--- config.mk ---
export PLATFORM = sky130hd
export DESIGN_NAME = hesi_host_event_status
export DESIGN_NICKNAME = d
export VERILOG_FILES = /design/src/hdl/hesi_pkg.sv /design/src/hdl/hesi_irq_gate.sv /design/src/hdl/hesi_host_event_status.sv
export SDC_FILE = /design/constraint.sdc
export NUM_CORES = 1
export LEC_CHECK = 0
export BUFFER_PORTS_ARGS = -buffer_cell sky130_fd_sc_hd__buf_2
export CAP_MARGIN = 0
export CELL_PAD_IN_SITES_DETAIL_PLACEMENT = 0
export CELL_PAD_IN_SITES_GLOBAL_PLACEMENT = 1
export CORE_UTILIZATION = 34
export DETAILED_ROUTE_END_ITERATION = 10
export PLACE_DENSITY = 0.94
export SETUP_SLACK_MARGIN = 0.02
export SLEW_MARGIN = 15
export SYNTH_ARGS = -nofsm -noshare
export SYNTH_HDL_FRONTEND = slang
export SYNTH_SLANG_ARGS = --single-unit
--- constraint.sdc ---
create_clock -name core_clk_i -period 3.65 [get_ports core_clk_i]
set_input_delay 0.5475 -clock core_clk_i [delete_from_list [all_inputs] [get_ports core_clk_i]]
set_output_delay 0.5475 -clock core_clk_i [all_outputs]
set_load 0.05 [all_outputs]
--- src/hdl/hesi_pkg.sv ---
// Constants and command codes for the host event status and interrupt block.
package hesi_pkg;
   localparam int HESI_DATA_W = 32;
   localparam int HESI_CODE_W = 8;
   localparam int HESI_OVR_CNT_W = 2;
   // Command codes on the shared microprocessor bus.
   localparam logic [HESI_CODE_W-1:0] HESI_CMD_STATUS_RD = 8'h03;
   localparam logic [HESI_CODE_W-1:0] HESI_CMD_STATUS_WR = 8'h83;
   // Register offset of the status register (same as its read code).
   localparam logic [HESI_CODE_W-1:0] HESI_STATUS_OFFSET = 8'h03;
   // Reset values.
   localparam logic [HESI_DATA_W-1:0] HESI_STATUS_RESET = 32'h0000_0000;
   localparam logic [HESI_OVR_CNT_W-1:0] HESI_OVR_CNT_RESET = 2'h0;
   // Bit position of the schedule overrun flag within the status register.
   localparam int HESI_SCHED_OVERRUN_BIT = 0;
   // Interrupt output latency after the condition changes, in cycles.
   localparam int HESI_IRQ_LATENCY = 1;
endpackage : hesi_pkg

--- src/hdl/hesi_irq_gate.sv ---
// Interrupt request gating for the host event status flags.
module hesi_irq_gate
   import hesi_pkg::*;
#(
   parameter int WIDTH = HESI_DATA_W
) (
   // Clock and reset.
   input wire logic core_clk_i,
   input wire logic resetn_i,
   // Flags and enables.
   input wire logic [WIDTH-1:0] flags_i,
   input wire logic [WIDTH-1:0] enable_i,
   input wire logic global_enable_i,
   // Request.
   output logic irq_o
);
   logic irq_d;
   logic irq_q;

   always_comb begin
      irq_d = global_enable_i && (|(flags_i & enable_i));
   end

   always_ff @(posedge core_clk_i or negedge resetn_i) begin
      if (!resetn_i) begin
         irq_q <= 1'b0;
      end else begin
         irq_q <= irq_d;
      end
   end

   assign irq_o = irq_q;
endmodule // hesi_irq_gate

--- src/hdl/hesi_host_event_status.sv ---
// Host event status register with write-one-to-clear flags and interrupt request.
module hesi_host_event_status
   import hesi_pkg::*;
#(
   parameter int WIDTH = HESI_DATA_W,
   parameter int OVR_BIT = HESI_SCHED_OVERRUN_BIT
) (
   // Clock and reset.
   input wire logic core_clk_i,
   input wire logic resetn_i,
   // Command port from the microprocessor bus interface.
   input wire logic cmd_valid_i,
   input wire logic [HESI_CODE_W-1:0] cmd_code_i,
   input wire logic [WIDTH-1:0] cmd_wdata_i,
   output logic [WIDTH-1:0] rd_data_o,
   output logic rd_valid_o,
   // Internal event sources.
   input wire logic [WIDTH-1:0] event_i,
   input wire logic sched_overrun_i,
   // Enables held elsewhere in the controller.
   input wire logic [WIDTH-1:0] host_event_enable_i,
   input wire logic global_irq_enable_i,
   // Status and interrupt.
   output logic [WIDTH-1:0] host_event_status_o,
   output logic [HESI_OVR_CNT_W-1:0] sched_overrun_count_o,
   output logic irq_o
);
   logic [WIDTH-1:0] status_d;
   logic [WIDTH-1:0] status_q;
   logic [WIDTH-1:0] set_vec;
   logic [WIDTH-1:0] clr_vec;
   logic [HESI_OVR_CNT_W-1:0] ovr_cnt_d;
   logic [HESI_OVR_CNT_W-1:0] ovr_cnt_q;
   logic [WIDTH-1:0] rd_data_d;
   logic [WIDTH-1:0] rd_data_q;
   logic rd_valid_d;
   logic rd_valid_q;
   logic is_wr;
   logic is_rd;

   function automatic logic cmd_hit(input logic vld, input logic [HESI_CODE_W-1:0] code,
                                    input logic [HESI_CODE_W-1:0] want);
      cmd_hit = vld && (code == want);
   endfunction

   always_comb begin
      is_rd = cmd_hit(cmd_valid_i, cmd_code_i, HESI_CMD_STATUS_RD);
      is_wr = cmd_hit(cmd_valid_i, cmd_code_i, HESI_CMD_STATUS_WR);
   end

   // Status flags: only events set, only a write of ones clears.
   always_comb begin
      set_vec = event_i;
      set_vec[OVR_BIT] = event_i[OVR_BIT] | sched_overrun_i;
      clr_vec = is_wr ? cmd_wdata_i : '0;
      // An event in the same cycle as its clear survives, so it is never lost.
      status_d = (status_q & ~clr_vec) | set_vec;
      ovr_cnt_d = ovr_cnt_q;
      if (sched_overrun_i) begin
         // Counts every overrun, wrapping, even if the flag is already set.
         ovr_cnt_d = ovr_cnt_q + HESI_OVR_CNT_W'(1);
      end
   end

   always_ff @(posedge core_clk_i or negedge resetn_i) begin
      if (!resetn_i) begin
         status_q <= HESI_STATUS_RESET;
         ovr_cnt_q <= HESI_OVR_CNT_RESET;
      end else begin
         status_q <= status_d;
         ovr_cnt_q <= ovr_cnt_d;
      end
   end

   // Read return: data is captured the edge the read code is taken.
   always_comb begin
      rd_valid_d = is_rd;
      rd_data_d = is_rd ? status_q : rd_data_q;
   end

   always_ff @(posedge core_clk_i or negedge resetn_i) begin
      if (!resetn_i) begin
         rd_valid_q <= 1'b0;
         rd_data_q <= HESI_STATUS_RESET;
      end else begin
         rd_valid_q <= rd_valid_d;
         rd_data_q <= rd_data_d;
      end
   end

   // The request is registered, so the pin lags the flags by one edge but never glitches.
   hesi_irq_gate #(
      .WIDTH(WIDTH)
   ) u_irq_gate (
      .core_clk_i(core_clk_i),
      .resetn_i(resetn_i),
      .flags_i(status_q),
      .enable_i(host_event_enable_i),
      .global_enable_i(global_irq_enable_i),
      .irq_o(irq_o)
   );

   assign rd_data_o = rd_data_q;
   assign rd_valid_o = rd_valid_q;
   assign host_event_status_o = status_q;
   assign sched_overrun_count_o = ovr_cnt_q;
endmodule // hesi_host_event_status

Yosys cells after proc, flatten, opt, wreduce, memory -nomap -nowiden
Index checks and enable logic that the tools add are counted.

Output and inout bits: 68. Flip-flop bits (word level): 68. Word-level logic and storage cells: 18.

Bitwise operators: 5. Muxes and demuxes: 1. Eq/ne operators: 2. Reductions and logical operators: 4. Add/sub/neg operators: 1.

Operators by type and width (count): 32-bit AND (2); 32-bit two-way mux (1); 32-bit inverter (1); 32-bit OR (1); 32-bit OR reduction (1); 8-bit by 2-bit equality test with 1-bit output (second input constant) (1); 8-bit equality test (second input constant) (1); 1-bit logical AND (3); 2-bit by 1-bit adder with 2-bit output (second input constant) (1); 1-bit OR (1).

Longest topological paths before layout
Word-level depth: 6. Depth in mapped cells: 5.

Cells and area by module
Synthesis repeated with hierarchy kept, for this count alone.

Cells, all modules: 206. Area total of the unflattened synthesis: 2920.3 sq um.

By module, submodules not included: hesi_host_event_status (cells an instance 184, area each 2733.9 sq um, times used 1, seq. area each 1676.6 sq um); hesi_irq_gate (cells an instance 22, area each 186.4 sq um, times used 1, seq. area each 25.0 sq um).

Worst setup path after synthesis
OpenSTA, ideal clock, no wires.

Kind: in2reg. Start point: input cmd_code_i[5]. End point: register rd_data_q[10] (netlist: rd_data_o[10]). Buffers on the path: 2. Stages: 5. Path slack: 1.409 ns. Required time: 3.525 ns. Library setup time: 0.125 ns. Arrival time: 2.116 ns. Path through: or4b_1 buf_2 nor4_4 buf_6 mux2_2.

Longest elaborated chain between the ends: 2.

Ends and longest elaborated chain: start, declared (RTL line hesi_host_event_status.sv:13) `input wire logic [HESI_CODE_W-1:0] cmd_code_i,`; 8-bit by 2-bit equality test with 1-bit output (RTL line hesi_host_event_status.sv:43) `cmd_hit = vld && (code == want);`; 1-bit logical AND (RTL line hesi_host_event_status.sv:43); end signal, assigned (RTL line hesi_host_event_status.sv:87) `rd_data_q <= rd_data_d;`; end, declared (RTL line hesi_host_event_status.sv:35) `logic [WIDTH-1:0] rd_data_q;`.

No other way between the ends. A chain may end at the register's enable or synchronous reset.

Worst setup path in the final report
Start point: input cmd_code_i[5]. End point: register rd_data_q[14] (netlist: rd_data_o[14]).

Same word-level chain as after synthesis.

==> results.ini <==
[run_status]
status = complete, no violations

[worst_setup_path]
reg2reg_from = host_event_status_o[3]
worstSetupPathType = input port to flop
crit_path_end_kind = flop
crit_path_start_kind = input port
cp.depth = 6
cp_slowest_cell = or4b_1
critPathMaxFanout = 33
cpMostUsedCell = buf_4
path_buf_inv = 3
crit_start = cmd_code_i[5]
cp_slowest_stage_delay_ns = 0.51
arrival_ns = 2.50
r2r_setup_slack_ns = 2.21
cp.required_ns = 3.87
critical_path.cell_chain = buf_2, or4b_1, buf_4, nor4_4, buf_4, mux2_2
reg2reg_depth = 3
cp_top_family = buffers and inverters

[global_route]
grt_first_pass_wirelength_mm = 13.4
met2_usage = 0.340
grt_use_met1 = 0.246
grt_overflow_total = 0
grt_most_used_layer = met2
grt_antenna_before_repair = 1
grt_max_degree = 38
gr-usage-met3 = 0.0494
grtUsageTotal = 0.201
grt_pass1_vias = 2650

[timing]
maxSlewHeadroom = 0.518
fmax_mhz = 438
setup_viol = 0
worst_slew_pin_slew_ns = 0.723
setup_tns_ns = 0
rsz0062_at_grt = no
fin_crit_ns = 2.28
fin_crit_sh = 0.626
slew_violations = 0
finalHoldViolCount = 0
fin_skew_ns = 0.00733
fin_ws_ns = 1.37

[job]
drv_cap = 0

[floorplan]
die_area_sq_um = 9120
core_area_sq_um = 8340
rows = 33
die_h_um = 95.5
pin_count = 177
start_util = 0.356
die_width_um = 95.5

[clock_tree]
clk_latency_ns = 0.34
root_buffer = clkbuf_8
cts_max_path_buffers = 2
clkSinkCount = 68
tritoncts = done
numCtsBuffers = 9
ctsHoldBuffers = 0
post_cts_buffers = 0
post_cts_resized = 0
h-tree-depth = 3
clk_pin_slew_ns = 0.07

[cells_and_area]
final_net_count = 524
diodes = 0
fill_cells = 837
regArea_sq_um = 1700
fin_area_sq_um = 4140
area_growth_pct = 39.2
drive_gt1_frac = 0.540
multi_input_area_sq_um = 1180

[detailed_routing]
routedWlPerCell_um = 17.0
wirelength_mm = 8.95
drtIter0Drc = 66
drc = 0
ant_nets = 0
vias_per_cell = 5.06
vias = 2659
firstDrtPassIters = 4

[place]
port_buffers = 176
globalplace.congestion = 0.769
preCtsSetupSlack_ns = 1.00
hpwl_mm = 6.49
place_area_sq_um = 3920

[power]
vdd_drop_max_uv = 297
p_leak_uw = 0.00199
p_total_uw = 1830
p_per_area_nw_per_um2 = 443

[logic_synthesis]
ys_warn_count = 0
ys_types = 18
netlist_area_sq_um = 2970
syn_inst = 242
synth_nets = 351
synth_seq_cells = 68
ys_seq_area_frac = 0.573
syn_area_per_cell_sq_um = 12.3

[min_path]
hold_path_class = input port to async pin

[layout by cell type (no fill, tap or decap)]
cell type	instances
nand4_1	4
clkbuf_8	9
a22oi_1	16
nand2_1	34
nand2b_1	31
nand3b_1	1
xnor2_1	1
buf_4	4
clkinv_2	3
o41a_1	1
or4b_1	1
dfrtp_1	68
clkinv_4	1
nor4_4	1
mux2_2	30
mux2_1	2
xor2_1	1
clkinvlp_4	1
bufinv_16	2
o41ai_1	32
nor2_1	1
buf_2	176
[through the flow]
stage                     std cells   util  hold WS [ns]
after detailed placement        509  0.470         0.461
after CTS                       525  0.496         0.257
after global placement          509  0.470         0.460
after floorplan                 242      -         0.252
after global routing            525  0.496         0.311
final                           525  0.496         0.248
[cells in the mapped netlist]
library cell / n / area [sq um]
buf_2: 1 / 5.00
dfrtp_1: 68 / 1700
nor4_4: 1 / 21.3
or4b_1: 1 / 10.0
nand4_1: 4 / 25.0
nand2b_1: 31 / 194
buf_6: 3 / 33.8
nor2_1: 1 / 3.75
xnor2_1: 1 / 8.76
o41a_1: 1 / 11.3
a22oi_1: 16 / 120
clkbuf_1: 14 / 52.6
nand3b_1: 1 / 7.51
o41ai_1: 32 / 280
mux2_2: 30 / 338
nand2_1: 34 / 128
mux2_1: 2 / 22.5
xor2_1: 1 / 8.76
[final timing paths]
| kind | to |
|---|---|
| max | rd_data_o[14] |
| max reg2reg | u_irq_gate.irq_o |
| max in group asynchronous | rd_data_o[14] |
| min reg2reg | sched_overrun_count_o[1] |
| min in group core_clk_i | host_event_status_o[0] |
| min | host_event_status_o[7] |
[worst reg2reg max path, cell delays in order (launching register included)]
cell and delay [ns]:
dfrtp_1 0.41, a22oi_1 0.28, nand4_1 0.20, o41a_1 0.44
[kinds of logic after synthesis]
logic type | count (synthesis) | share of synthesized area
compound gates | 49 | 0.139
xor+xnor | 2 | 0.00590
buf+inv | 18 | 0.0307
flops | 68 | 0.573
mux | 32 | 0.121
simple gates | 73 | 0.131
[per-layer routing]
metal	wire [um]	share of wire
met5	0	0
met4	170	0.019
met3	638	0.071
met2	4380	0.49
met1	3760	0.42
[final cells by class]
type | instances | area share
clock inverters | 7 | 0.0221
multi-input cells | 156 | 0.285
well taps | 105 | 0.0318
clock buffers | 9 | 0.0299
repair buffers | 180 | 0.220
flip-flops and latches | 68 | 0.411
[where the power goes]
group / switching (uW) / internal (uW) / leakage [uW]
combinational: 235 / 111 / 0.00111
clock: 284 / 382 / 0.000109
sequential: 25.1 / 794 / 0.000764
total: 544 / 1290 / 0.00199
[sequential cells by signal, summed over array words and instances, names as in the netlist]
register	flops
rd_data_o	32
host_event_status_o	32
rd_valid_o	1
u_irq_gate.irq_o	1
sched_overrun_count_o	2
(Power assumes the default switching activity.)
